$ cat src/tef_pkg.sv
package tef_pkg;

  localparam int CNT_W = 16;

  localparam logic [CNT_W-1:0] CNT_ZERO = 16'h0000;
  localparam logic [CNT_W-1:0] CNT_ONE  = 16'h0001;
  localparam logic [CNT_W-1:0] CNT_MAX  = 16'hFFFF;

  // Channel mode field, ignored while center-aligned mode is on
  localparam logic [1:0] MODE_CAPTURE = 2'h0;
  localparam logic [1:0] MODE_COMPARE = 2'h1;
  localparam logic [1:0] MODE_EPWM    = 2'h2;

  typedef enum logic {
    DIR_UP,
    DIR_DOWN
  } tef_dir_e;

  typedef struct packed {
    logic [1:0] mode;
    logic       edge_level_sel_hi;
    logic       edge_level_sel_lo;
  } tef_chan_cfg_s;

  // Set beats clear; an event also voids a pending read
  function automatic logic tef_next_flag(input logic flag,
                                         input logic armed,
                                         input logic evt,
                                         input logic wr0);
    tef_next_flag = evt | (flag & ~(wr0 & armed));
  endfunction : tef_next_flag

  function automatic logic tef_next_armed(input logic flag,
                                          input logic armed,
                                          input logic evt,
                                          input logic rd,
                                          input logic wr0);
    tef_next_armed = ~evt & ((rd & flag) | (armed & ~wr0));
  endfunction : tef_next_armed

endpackage : tef_pkg

$ cat src/tef_chan.sv
`timescale 1ns/100ps

module tef_chan
  import tef_pkg::*;
(
  // Clock and reset
  input  wire logic             clk,
  input  wire logic             rst_b,
  // Configuration
  input  wire tef_chan_cfg_s    cfg,
  input  wire logic             center_aligned_select,
  input  wire logic [CNT_W-1:0] value,
  // Counter view
  input  wire logic [CNT_W-1:0] cnt,
  input  wire logic             tick,
  // Pin and software access
  input  wire logic             pin,
  input  wire logic             rd,
  input  wire logic             wr0,
  // Result
  output      logic             channel_event_flag
);

  logic pin_prev;
  logic armed;

  wire logic cap_mode  = ~center_aligned_select & (cfg.mode == MODE_CAPTURE);
  wire logic rise      = pin & ~pin_prev;
  wire logic fall      = ~pin & pin_prev;
  wire logic sel_hi    = cfg.edge_level_sel_hi;
  wire logic sel_lo    = cfg.edge_level_sel_lo;
  wire logic cap_evt   = cap_mode & ((~sel_hi & sel_lo & rise) |
                                     (sel_hi & ~sel_lo & fall) |
                                     (sel_hi & sel_lo & (rise | fall)));
  // Compare, edge PWM and both center PWM matches share one strobe
  wire logic match_evt = ~cap_mode & tick & (cnt == value);
  wire logic evt       = cap_evt | match_evt;
  wire logic next_flag  = tef_next_flag(channel_event_flag, armed, evt,
                                        wr0);
  wire logic next_armed = tef_next_armed(channel_event_flag, armed, evt,
                                         rd, wr0);

  always_ff @(posedge clk or negedge rst_b) begin
    if (!rst_b) begin
      pin_prev           <= 1'b0;
      armed              <= 1'b0;
      channel_event_flag <= 1'b0;
    end else begin
      pin_prev           <= pin;
      armed              <= next_armed;
      channel_event_flag <= next_flag;
    end
  end
endmodule : tef_chan

$ cat src/tef_top.sv
`timescale 1ns/100ps

module tef_top
  import tef_pkg::*;
#(
  parameter int N_CHAN = 2
) (
  // Clock and reset
  input  wire logic                         clk,
  input  wire logic                         rst_b,
  // Counter control
  input  wire logic                         count_en,
  input  wire logic [CNT_W-1:0]             modulo,
  input  wire logic                         center_aligned_select,
  input  wire logic                         overflow_irq_enable,
  input  wire logic                         ovf_rd,
  input  wire logic                         ovf_wr0,
  // Channels
  input  wire tef_chan_cfg_s [N_CHAN-1:0]   chan_cfg,
  input  wire logic [N_CHAN-1:0][CNT_W-1:0] chan_value,
  input  wire logic [N_CHAN-1:0]            chan_in,
  input  wire logic [N_CHAN-1:0]            channel_irq_enable,
  input  wire logic [N_CHAN-1:0]            chan_rd,
  input  wire logic [N_CHAN-1:0]            chan_wr0,
  // Status and request
  output      logic [CNT_W-1:0]             count,
  output      tef_dir_e                     count_dir,
  output      logic                         overflow_flag,
  output      logic [N_CHAN-1:0]            channel_event_flag,
  output      logic                         irq
);

  logic tick;
  logic ovf_armed;

  // Modulo zero means a free-running counter
  wire logic [CNT_W-1:0] top = (modulo == CNT_ZERO) ? CNT_MAX : modulo;
  wire logic at_top  = (count == top);
  wire logic at_mod  = (count == modulo);
  wire logic at_zero = (count == CNT_ZERO);
  wire logic going_up = (count_dir == DIR_UP);

  wire logic turn_down = center_aligned_select & going_up & at_mod;
  wire logic turn_up   = center_aligned_select & ~going_up & at_zero;
  wire logic step_down = center_aligned_select &
                         ((~going_up & ~at_zero) | turn_down);

  wire logic [CNT_W-1:0] up_next = (!center_aligned_select && at_top) ?
                                   CNT_ZERO : count + CNT_ONE;
  wire logic [CNT_W-1:0] cnt_step = step_down ? count - CNT_ONE : up_next;
  wire logic [CNT_W-1:0] next_count = count_en ? cnt_step : count;

  wire tef_dir_e next_dir = !center_aligned_select ? DIR_UP :
                            !count_en              ? count_dir :
                            turn_down              ? DIR_DOWN :
                            turn_up                ? DIR_UP :
                                                     count_dir;

  wire logic ovf_evt = count_en & (center_aligned_select ? turn_down :
                                   at_top);
  wire logic next_ovf_flag  = tef_next_flag(overflow_flag, ovf_armed,
                                            ovf_evt, ovf_wr0);
  wire logic next_ovf_armed = tef_next_armed(overflow_flag, ovf_armed,
                                             ovf_evt, ovf_rd,
                                             ovf_wr0);
  // Registered, so the request trails its flag or enable by one clock
  wire logic next_irq = (overflow_flag & overflow_irq_enable) |
                        (|(channel_event_flag & channel_irq_enable));

  always_ff @(posedge clk or negedge rst_b) begin
    if (!rst_b) begin
      count         <= CNT_ZERO;
      count_dir     <= DIR_UP;
      tick          <= 1'b0;
      overflow_flag <= 1'b0;
      ovf_armed     <= 1'b0;
      irq           <= 1'b0;
    end else begin
      count         <= next_count;
      count_dir     <= next_dir;
      tick          <= count_en;
      overflow_flag <= next_ovf_flag;
      ovf_armed     <= next_ovf_armed;
      irq           <= next_irq;
    end
  end

  // Channels match against the counter after it has moved
  for (genvar i = 0; i < N_CHAN; i++) begin : g_chan
    tef_chan u_chan (
      .clk                   (clk),
      .rst_b                 (rst_b),
      .cfg                   (chan_cfg[i]),
      .center_aligned_select (center_aligned_select),
      .value                 (chan_value[i]),
      .cnt                   (count),
      .tick                  (tick),
      .pin                   (chan_in[i]),
      .rd                    (chan_rd[i]),
      .wr0                   (chan_wr0[i]),
      .channel_event_flag    (channel_event_flag[i])
    );
  end
endmodule : tef_top

$ cat config.mk
export PLATFORM = sky130hd
export DESIGN_NAME = tef_top
export DESIGN_NICKNAME = d
export VERILOG_FILES = /design/src/tef_pkg.sv /design/src/tef_chan.sv /design/src/tef_top.sv
export SDC_FILE = /design/constraint.sdc
export NUM_CORES = 1
export LEC_CHECK = 0
export BUFFER_PORTS_ARGS = -buffer_cell sky130_fd_sc_hd__buf_2
export CAP_MARGIN = 20
export CORE_UTILIZATION = 45
export CTS_CLUSTER_DIAMETER = 120
export DETAILED_ROUTE_END_ITERATION = 7
export GPL_ROUTABILITY_DRIVEN = 0
export PLACE_DENSITY = 0.73
export SYNTH_ARGS = -nofsm -noshare
export SYNTH_HDL_FRONTEND = slang
export SYNTH_SLANG_ARGS = --single-unit
export TNS_END_PERCENT = 10
$ cat constraint.sdc
create_clock -name clk -period 3.2 [get_ports clk]
set_input_delay 0.16 -clock clk [delete_from_list [all_inputs] [get_ports clk]]
set_output_delay 0.16 -clock clk [all_outputs]
set_load 0.05 [all_outputs]
==> results by group, run 1 <==
Timing
  – Max-slew headroom at the worst pin: 0.4057
  – Final number of max-transition violations: 0
  – Final number of setup-violating endpoints: 0
  – Final setup skew: 0.002209 ns
  – Setup total negative slack: 0 ns
  – Unrepaired setup endpoints after global routing: false
  – Min Tclk post-route: 2.762 ns
  – Share of the clock period used by the worst path: 0.8630
  – Maximum frequency from static timing analysis: 362.1 MHz
  – Hold Fails Final Rpt: 0
  – Worst slew pin tran: 0.8833 ns

Hold path
  – Hold path startpoint: chan_in[1]
  – Worst hold path endpoint: g_chan[1].u_chan.pin_prev
  – Hold Crit Depth: 1
  – Min-delay worst type: input pin to register

Power and ir drop
  – Static Leak: 1.407 nW
  – Max VDD drop: 0.3802 mV
  – Power Dens Cells: 617.9 mW/mm^2
  – Total design power: 1.982 mW

Setup path
  – Reg2Reg Capture Point: count[11]
  – Required time of the worst setup path: 3.38 ns
  – Critical Path Sink Type: register
  – Register-to-register setup slack: 0.44 ns
  – Depth of the worst register-to-register path: 7
  – Arrival @ worst endpoint: 2.94 ns
  – Critical path class: register to register
  – Worst-path fanout max: 24
  – Source of the worst register-to-register timing path: count[6]
  – Critical Path Source Type: register

Route
  – Post-route DRC: 0
  – 1st-pass router iterations: 5
  – Vias post-DR: 2946
  – Initial DRC Count: 299
  – Mean routed wirelength per cell: 17.38 um
  – Antenna viol nets, final: 0
  – Wire length reported by the detailed router: 8466 um
  – Via count normalized by instance count: 6.049

Synth
  – Post-synth net total: 420
  – Synth cell count leaders: sky130_fd_sc_hd__xor2_1, sky130_fd_sc_hd__dfrtp_1, sky130_fd_sc_hd__nand2_1
  – Synth top area cells: sky130_fd_sc_hd__dfrtp_1, sky130_fd_sc_hd__xor2_1, sky130_fd_sc_hd__nand2b_1
  – Top-area cell type share of the netlist area: 0.2477
  – Share of flip-flops with an asynchronous set or reset after synthesis: 1.000
  – Mapped Area: 0.002728 sq mm
  – Post-synthesis register bit count: 27
  – Number of warnings issued by yosys: 0
  – Top flip-flop cell by instance count after synthesis: sky130_fd_sc_hd__dfrtp_1
  – Synthesized instance count: 342
  – Cell with the most instances after synthesis: sky130_fd_sc_hd__xor2_1
  – Number of enable flip-flop cells after synthesis: 0
  – Portion of the post-synthesis area used by sequential elements: 0.2477
  – Mean area per synthesized cell: 7.975 sq um
  – Distinct cells, synth: 55
  – Post-synthesis cell type with the largest combined area: sky130_fd_sc_hd__dfrtp_1

Cells and area
  – Number of diodes added for antenna fixing: 0
  – Ratio of cells with drive above 1 in the final layout: 0.2892
  – Area delta synth->final: 17.57%
  – Finished layout cell area: 0.003207 sq mm
  – Final Net Count: 494

Clocking
  – Number of buffers added by the clock tree synthesis step: 3
  – Maximum buffer depth of the clock tree: 2
  – Number of sinks driven by the clock tree: 27
  – H-tree depth: 1
  – TritonCTS clock tree: yes
  – CTS clk-pin slew, worst paths: 0.10 ns
  – CTS root buf: sky130_fd_sc_hd__clkbuf_8
  – Source-to-sink clock delay at the later pin of the worst-skew pair: 0.28 ns

Floorplan
  – Floorplan die width: 79.86 um
  – Die area: 0.006377 sq mm
  – Floorplan die height: 79.86 um
  – Top-level I/O count: 92
  – Row count: 27
  – Placeable core area: 0.005675 sq mm
  – Starting utilization of the core area: 0.4806

Job
  – Max capacitance violation total: 0

Placement
  – Cell area after placement: 0.003148 sq mm
  – HPWL Detailed: 6380 um
  – I/O Buffers: 91

GRT
  – Aggregate global-route resource usage: 0.2756
  – Number of global-route vias before repair: 2788
  – Global-route wire length before repair: 13650 um
  – Residual overflow from global routing: 0
  – Antenna violations before repair: 0
  – Maximum number of pins on one net before global-route repair: 28

Outcome
  – Outcome: finished clean
-- worst max path at each step --
stage             start        end  slack (ns)  depth (start not counted)
2_1_floorplan  count[0]   count[2]        0.59                          9
3_3_place_gp   count[3]   count[4]        0.52                          6
4_1_cts        count[6]   count[7]        0.47                          7
5_1_grt        count[6]   count[7]        0.28                          7
3_5_place_dp   count[6]   count[7]        0.49                          7
6_report       count[6]  count[11]        0.44                          7
-- cells by family (layout without fill, tap and decap cells) --
family,Yosys count,after routing,share of synthesized area
XOR/XNOR,34,34,0.1092
multiplexers,6,6,0.02385
AND/OR/NAND/NOR,151,151,0.3115
buffers and inverters,51,124,0.08945
adder cells (fa/ha/maj),7,7,0.03211
flip-flops,27,27,0.2477
AO/OA/AOI/OAI,66,66,0.1862
-- per-layer routing --
metal / track usage / vias to the layer above / wire, um
met5: 0 / - / 0
met4: 0.07143 / 0 / 154
met3: 0.04114 / 19 / 744
met2: 0.4667 / 165 / 4012
met1: 0.3641 / 1384 / 3555
li1: - / 1378 / -
-- power breakdown --
| part | total, mW | internal [mW] | switching [mW] |
|---|---|---|---|
| clock network | 0.213 | 0.0889 | 0.124 |
| logic | 1.09 | 0.404 | 0.688 |
| registers | 0.677 | 0.425 | 0.252 |
-- worst max-delay path, cell delays in order (launching register included) --
cell,delay [ns]
sky130_fd_sc_hd__dfrtp_1,0.66
sky130_fd_sc_hd__nor4_1,0.45
sky130_fd_sc_hd__nand4_1,0.15
sky130_fd_sc_hd__or4_1,0.43
sky130_fd_sc_hd__nand3_2,0.14
sky130_fd_sc_hd__and2_4,0.31
sky130_fd_sc_hd__o21ai_0,0.14
sky130_fd_sc_hd__a221o_1,0.37
-- cells in the final DEF (no fill, tap or decap), types with 5 or more instances in the layout --
master	netlist	layout
sky130_fd_sc_hd__xor2_1	31	31
sky130_fd_sc_hd__inv_1	21	21
sky130_fd_sc_hd__nand2_1	27	27
sky130_fd_sc_hd__ha_1	7	7
sky130_fd_sc_hd__o21ai_0	16	16
sky130_fd_sc_hd__nand2b_1	20	20
sky130_fd_sc_hd__o2111ai_1	5	5
sky130_fd_sc_hd__nor4_1	20	20
sky130_fd_sc_hd__a21o_1	7	7
sky130_fd_sc_hd__o211ai_1	5	5
sky130_fd_sc_hd__a221o_1	8	8
sky130_fd_sc_hd__nand3_1	14	14
sky130_fd_sc_hd__buf_2	7	91
sky130_fd_sc_hd__nand4_1	11	11
sky130_fd_sc_hd__a21oi_1	5	5
sky130_fd_sc_hd__nor2_1	19	19
sky130_fd_sc_hd__nor2b_1	6	6
sky130_fd_sc_hd__dfrtp_1	27	27
sky130_fd_sc_hd__nor3_1	8	8
-- sequential cells by signal, indices dropped and copies added (netlist names) --
| signal | count |
|---|---|
| overflow_flag | 1 |
| tick | 1 |
| g_chan.u_chan.pin_prev | 2 |
| g_chan.u_chan.armed | 2 |
| ovf_armed | 1 |
| irq | 1 |
| count_dir | 1 |
| count | 16 |
| g_chan.u_chan.channel_event_flag | 2 |
-- cell type report --
class / count / area, sq um
multi-input combinational: 264 / 1808
inverter: 25 / 96.34
sequential: 27 / 675.6
clock buffer: 3 / 41.29
clock inverter: 1 / 7.507
timing repair buffer: 95 / 488.0
tap: 72 / 90.09
fill: 522 / 2469
-- timing repair --
item / in CTS / in global routing
setup buffers: 0 / 0
resized for setup: 0 / 0
hold endpoints to repair: 27 / 0
hold buffers: 1 / 0
-- through the flow --
stage          hold WS, ns    util  cells  worst slack [ns]
5_1_grt           0.002797  0.5650    487            0.2762
4_1_cts           0.001030  0.5650    487            0.4713
3_5_place_dp        0.2292  0.5547    482            0.4908
2_1_floorplan      -0.1356       -    342            0.5888
3_3_place_gp        0.2247  0.5547    482            0.5185
6_report          0.005751  0.5650    487            0.4385
Note: power is estimated with default switching activity, not from simulation.
==> inputs of run 2 (changes only) <==
Settings changed: CORE_ASPECT_RATIO from default to 0.7.
==> run 2 against run 1 <==
Maximum frequency fell by 0.13%. Clock skew rose by 0.0028 ns. First-iteration DRC count rose by 21%. Clock-buffer cell count did not move. Utilization fell by 0.39 points. Worst hold slack improved by 0.0031 ns. Final cell count rose by 1.6%. Flip-flop and latch count did not move. Via count fell by 0.78%. Sequential share of layout area fell by 0.25 points. Highest routed layer unchanged.
==> results by group, run 2 (synthesized netlist as in run 1, its figures left out) <==
Setup path
  – Worst-path fanout max: 14
  – Critical path class: register to register
  – Required time of the worst setup path: 3.38 ns
  – Critical path cell sequence: inv_2, a221o_1, a2111oi_4, nand3_1, or3_4, and2_4, a221o_1
  – Arrival @ worst endpoint: 2.95 ns
  – Crit path max-delay family: compound AO/OA/AOI/OAI gates
  – Critical path's largest stage delay: 0.62 ns
  – Worst path bufs/invs: 1
  – Critical Path Slowest Stage Cell: sky130_fd_sc_hd__dfrtp_1
  – Cell mode on critical path: sky130_fd_sc_hd__a221o_1
  – Critical Path Source Type: register
  – Critical Path Sink Type: register

Floorplan
  – Row count: 23
  – Starting utilization of the core area: 0.4716
  – Top-level I/O count: 92
  – Floorplan die height: 67.14 um
  – Placeable core area: 0.005784 sq mm
  – Die area: 0.006382 sq mm
  – Floorplan die width: 95.06 um

Clocking
  – TritonCTS clock tree: yes
  – Resized Gates After CTS: 0
  – H-tree depth: 1
  – Maximum buffer depth of the clock tree: 2
  – Source-to-sink clock delay at the later pin of the worst-skew pair: 0.28 ns
  – CTS clk-pin slew, worst paths: 0.10 ns
  – Number of sinks driven by the clock tree: 27
  – Number of buffers added by the clock tree synthesis step: 3
  – CTS root buf: sky130_fd_sc_hd__clkbuf_8

Power and ir drop
  – Sequential cell fraction of total power: 0.318
  – Psw: 1.090 mW
  – Internal power: 0.9407 mW
  – Power Dens Cells: 625.6 mW/mm^2
  – Clock group share of total power: 0.103
  – Fraction of power spent switching nets: 0.5367
  – Share of power burned in combinational logic: 0.579
  – Max VDD drop: 0.3363 mV
  – Static Leak: 1.433 nW

Cells and area
  – Most common cell after layout, fill and taps aside: sky130_fd_sc_hd__buf_2
  – Largest register by flop count: count
  – Number of diodes added for antenna fixing: 0
  – Fin util: 0.5611
  – Final Net Count: 499
  – Flip-flop count of the largest register, all copies and words added: 16
  – Commonest non-fill, non-tap cells in the layout: sky130_fd_sc_hd__buf_2, sky130_fd_sc_hd__xor2_1, sky130_fd_sc_hd__nand2_1, sky130_fd_sc_hd__dfrtp_1, sky130_fd_sc_hd__inv_1
  – Ratio of cells with drive above 1 in the final layout: 0.2976
  – Area delta synth->final: 18.99%

Route
  – Wire length reported by the detailed router: 9011 um
  – Mean routed wirelength per cell: 18.20 um
  – Antenna viol nets, final: 0
  – Post-route DRC: 0
  – Via count normalized by instance count: 5.905
  – 1st-pass router iterations: 5
  – Vias post-DR: 2923
  – Initial DRC Count: 363

Hold path
  – Min-delay worst type: input pin to register

Placement
  – HPWL Detailed: 6805 um
  – I/O Buffers: 91

Timing
  – Final setup skew: 0.005003 ns
  – Max-slew headroom at the worst pin: 0.4866
  – Share of the clock period used by the worst path: 0.8641
  – Final number of max-transition violations: 0
  – Maximum frequency from static timing analysis: 361.6 MHz
  – Hold Fails Final Rpt: 0
  – Worst slew pin tran: 0.7631 ns
  – Final number of setup-violating endpoints: 0
  – Setup total negative slack: 0 ns
  – Min Tclk post-route: 2.765 ns
  – Unrepaired setup endpoints after global routing: false

GRT
  – Antenna violations before repair: 0
  – Aggregate global-route resource usage: 0.2832
  – Global-route wire length before repair: 13610 um
  – Maximum number of pins on one net before global-route repair: 28
  – Residual overflow from global routing: 0
  – Number of global-route vias before repair: 2611

Job
  – Max capacitance violation total: 0

Outcome
  – Outcome: finished clean
## run 2: cell types whose count changed in the layout (fill, tap and decap cells not counted)
| cell | previous run | this run |
|---|---|---|
| sky130_fd_sc_hd__clkinv_2 | 0 | 1 |
| sky130_fd_sc_hd__clkinvlp_4 | 1 | 0 |
| sky130_fd_sc_hd__buf_4 | 3 | 8 |
## run 2: final timing paths
path,from,to,slack (ns),cells past startpoint
hold reg to reg,g_chan[1].u_chan.armed,g_chan[1].u_chan.armed,0.55,2
min in group asynchronous,rst_b,g_chan[1].u_chan.armed,0.44,2
setup / recovery,count[8],count[4],0.43,7
hold / removal,chan_in[1],g_chan[1].u_chan.pin_prev,0.009,1
setup reg to reg,count[8],count[4],0.43,7
max in group asynchronous,rst_b,count[8],2.34,2
## run 2: worst register-to-register path, cell delays in order (launching register included)
cell                        delay [ns]
sky130_fd_sc_hd__dfrtp_1          0.62
sky130_fd_sc_hd__inv_2            0.15
sky130_fd_sc_hd__a221o_1          0.39
sky130_fd_sc_hd__a2111oi_4        0.36
sky130_fd_sc_hd__nand3_1          0.17
sky130_fd_sc_hd__or3_4            0.47
sky130_fd_sc_hd__and2_4           0.20
sky130_fd_sc_hd__a221o_1          0.31
## run 2: layer usage
layer | share of wire | GRT usage
met4 | 0.012 | 0.05114
met3 | 0.12 | 0.08108
met2 | 0.44 | 0.4272
met5 | 0 | 0
met1 | 0.43 | 0.4041
## run 2: cell type report
class / count / area, sq um
multi-input cells: 264 / 1808
clock buffers: 3 / 41.29
well taps: 75 / 93.84
flip-flops and latches: 27 / 675.6
inverters: 25 / 96.34
clock inverters: 1 / 5.005
fillers: 555 / 2539
repair buffers: 100 / 525.5
## run 2: power by group through the flow
stage          registers, mW  clock network [mW]  logic [mW]
3_5_place_dp           0.643                   0        1.16
4_1_cts                0.634               0.215        1.17
5_1_grt                0.659               0.221        1.26
6_report               0.646               0.209        1.18
2_1_floorplan          0.737                   0       0.738
3_3_place_gp           0.637                   0        1.15
## run 2: timing repair
action / CTS / global route
hold buffers: 1 / 0
setup buffers: 0 / 0
hold endpoints to repair: 27 / 0
## run 2: metrics by stage
stage          worst slack, ns  area, sq um  total power [mW]  hold slack [ns]  instances
6_report                0.4348         3246             2.030         0.008877        495
5_1_grt                 0.3463         3246             2.143         0.005060        495
4_1_cts                 0.5057         3246             2.017          0.01152        495
3_5_place_dp            0.5111         3189             1.802           0.2265        490
3_3_place_gp            0.5461         3189             1.783           0.2205        490
2_1_floorplan           0.5888         2728             1.475          -0.1356        342
==> inputs of run 3 (changes only) <==
Settings changed: REMOVE_ABC_BUFFERS from default to 1.
==> run 3 against run 2 <==
Critical path depth down 1. Worst setup slack better by 0.020 ns. Flip-flop and latch count unchanged. Largest power group unchanged. Wire length fell by 4.2%. Clock skew increased by 0.013 ns. Utilization shrank 0.26 points. Clock-buffer cell count stayed put. Highest routed layer unchanged. Cell area decreased by 0.46%. Critical path type unchanged. Largest cell class unchanged. Global-route usage shrank 1.0 points.
==> results by group, run 3 (synthesized netlist as in run 1, its figures left out) <==
Outcome
  – Outcome: finished clean

GRT
  – Aggregate global-route resource usage: 0.2731
  – Residual overflow from global routing: 0
  – Number of global-route vias before repair: 2584
  – Maximum number of pins on one net before global-route repair: 28
  – Global-route wire length before repair: 13220 um
  – Antenna violations before repair: 0

Placement
  – Cell area after placement: 0.003152 sq mm
  – HPWL Detailed: 6537 um
  – I/O Buffers: 91
  – Worst slack, placed: 0.5141 ns

Cells and area
  – Largest register by flop count: count
  – Most common cell after layout, fill and taps aside: sky130_fd_sc_hd__buf_2
  – Commonest non-fill, non-tap cells in the layout: sky130_fd_sc_hd__buf_2, sky130_fd_sc_hd__xor2_1, sky130_fd_sc_hd__nand2_1, sky130_fd_sc_hd__dfrtp_1, sky130_fd_sc_hd__inv_1
  – Area delta synth->final: 18.44%
  – Ratio of cells with drive above 1 in the final layout: 0.2878
  – Flip-flop count of the largest register, all copies and words added: 16
  – Number of inserted filler cells in the final layout: 551
  – Final Net Count: 496
  – Number of diodes added for antenna fixing: 0
  – Finished layout cell area: 0.003231 sq mm

Timing
  – Min Tclk post-route: 2.746 ns
  – Minimum setup slack in the final design: 0.4544 ns
  – Hold Fails Final Rpt: 0
  – Final number of max-transition violations: 0
  – Worst slew pin tran: 0.7282 ns
  – Unrepaired setup endpoints after global routing: false
  – Share of the clock period used by the worst path: 0.8580
  – Final setup skew: 0.01833 ns
  – Max-slew headroom at the worst pin: 0.5101
  – Final number of setup-violating endpoints: 0
  – Setup total negative slack: 0 ns
  – Maximum frequency from static timing analysis: 364.2 MHz

Route
  – Mean routed wirelength per cell: 17.54 um
  – Post-route DRC: 0
  – 1st-pass router iterations: 5
  – Antenna viol nets, final: 0
  – Via count normalized by instance count: 5.915
  – Wire length reported by the detailed router: 8631 um
  – Initial DRC Count: 237
  – Vias post-DR: 2910

Setup path
  – Register-to-register setup slack: 0.45 ns
  – Worst path bufs/invs: 0
  – Critical path cell sequence: nand4_1, nor4_1, mux2i_1, or3_4, and2_4, a221o_1
  – Critical Path Source Type: register
  – Arrival @ worst endpoint: 2.91 ns
  – Crit path max-delay family: simple AND/OR/NAND/NOR gates
  – Critical Path Sink Type: register
  – Critical path class: register to register
  – Worst-path fanout max: 15
  – Critical Path Slowest Stage Cell: sky130_fd_sc_hd__dfrtp_1
  – Required time of the worst setup path: 3.36 ns
  – Critical path's largest stage delay: 0.72 ns

Power and ir drop
  – Clock group share of total power: 0.104
  – Psw: 1.066 mW
  – Power Dens Cells: 613.1 mW/mm^2
  – Fraction of power spent switching nets: 0.5381
  – Max VDD drop: 0.2946 mV
  – Total design power: 1.981 mW
  – Share of power burned in combinational logic: 0.540
  – Internal power: 0.9149 mW
  – Sequential cell fraction of total power: 0.356
  – Static Leak: 1.415 nW

Floorplan
  – Floorplan die width: 95.06 um
  – Row count: 23
  – Top-level I/O count: 92
  – Die area: 0.006382 sq mm
  – Floorplan die height: 67.14 um
  – Starting utilization of the core area: 0.4716
  – Placeable core area: 0.005784 sq mm

Clocking
  – Number of sinks driven by the clock tree: 27
  – H-tree depth: 1
  – CTS root buf: sky130_fd_sc_hd__clkbuf_8
  – TritonCTS clock tree: yes
  – Post-CTS setup-driven buffer insertion count: 0
  – CTS clk-pin slew, worst paths: 0.11 ns
  – Source-to-sink clock delay at the later pin of the worst-skew pair: 0.28 ns
  – Number of buffers added by the clock tree synthesis step: 3
  – Maximum buffer depth of the clock tree: 2

Hold path
  – Min-delay worst type: input pin to register

Job
  – Max capacitance violation total: 0
[run 3: cell count changes in the layout (fill, tap and decap cells not counted)]
cell / delta
sky130_fd_sc_hd__dlygate4sd3_1: +2
sky130_fd_sc_hd__clkinvlp_4: +1
sky130_fd_sc_hd__buf_4: -5
sky130_fd_sc_hd__clkinv_2: -1
[run 3: final cells by class]
class                      count  area, sq um  area share
clock inverter                 1        7.507    0.002324
clock buffer                   3        41.29     0.01278
sequential                    27        675.6      0.2091
inverter                      25        96.34     0.02982
multi-input combinational    264         1808      0.5596
timing repair buffer          97        508.0      0.1572
tap                           75        93.84     0.02905
[run 3: per-layer routing]
| layer | vias up | track usage | part of all wire |
|---|---|---|---|
| met2 | 177 | 0.4209 | 0.43 |
| met5 | - | 0 | 0 |
| li1 | 1381 | - | - |
| met3 | 14 | 0.06644 | 0.11 |
| met4 | 0 | 0.04924 | 0.011 |
| met1 | 1338 | 0.3907 | 0.44 |
[run 3: what timing repair did]
item / in CTS / in global routing
hold endpoints to repair: 27 / 2
hold buffers: 1 / 2
gates resized for setup: 0 / 0
[run 3: path summary, 6_finish.rpt]
path                       depth (start not counted)             startpoint                        end
min in group asynchronous                          2                  rst_b  g_chan[1].u_chan.pin_prev
max                                                6               count[2]                  count[11]
max reg2reg                                        6               count[2]                  count[11]
min                                                3  channel_irq_enable[1]                        irq
min reg2reg                                        1          overflow_flag              overflow_flag
max in group asynchronous                          2                  rst_b                   count[8]
[run 3: through the flow]
stage | hold WS (ns) | instances | util
3_5_place_dp | 0.2183 | 485 | 0.5449
2_1_floorplan | -0.1356 | 316 | -
5_1_grt | 0.08477 | 492 | 0.5585
4_1_cts | 0.006798 | 490 | 0.5551
3_3_place_gp | 0.2137 | 485 | 0.5449
6_report | 0.08042 | 492 | 0.5585
[run 3: worst register-to-register path, delay by kind of cell (launching register included)]
kind,cells,cell delay (ns)
DFF,1,0.72
and+or+nand+nor,4,1.45
muxes,1,0.13
AOI/OAI and AO/OA,1,0.31
[run 3: power by group through the flow]
stage                     clock network (mW)  registers (mW)  logic [mW]
after floorplan                            0           0.901       0.498
after global placement                     0           0.694        1.05
after detailed placement                   0           0.705        1.06
after CTS                              0.214           0.697        1.06
after global routing                   0.225           0.728        1.17
final                                  0.206           0.705        1.07
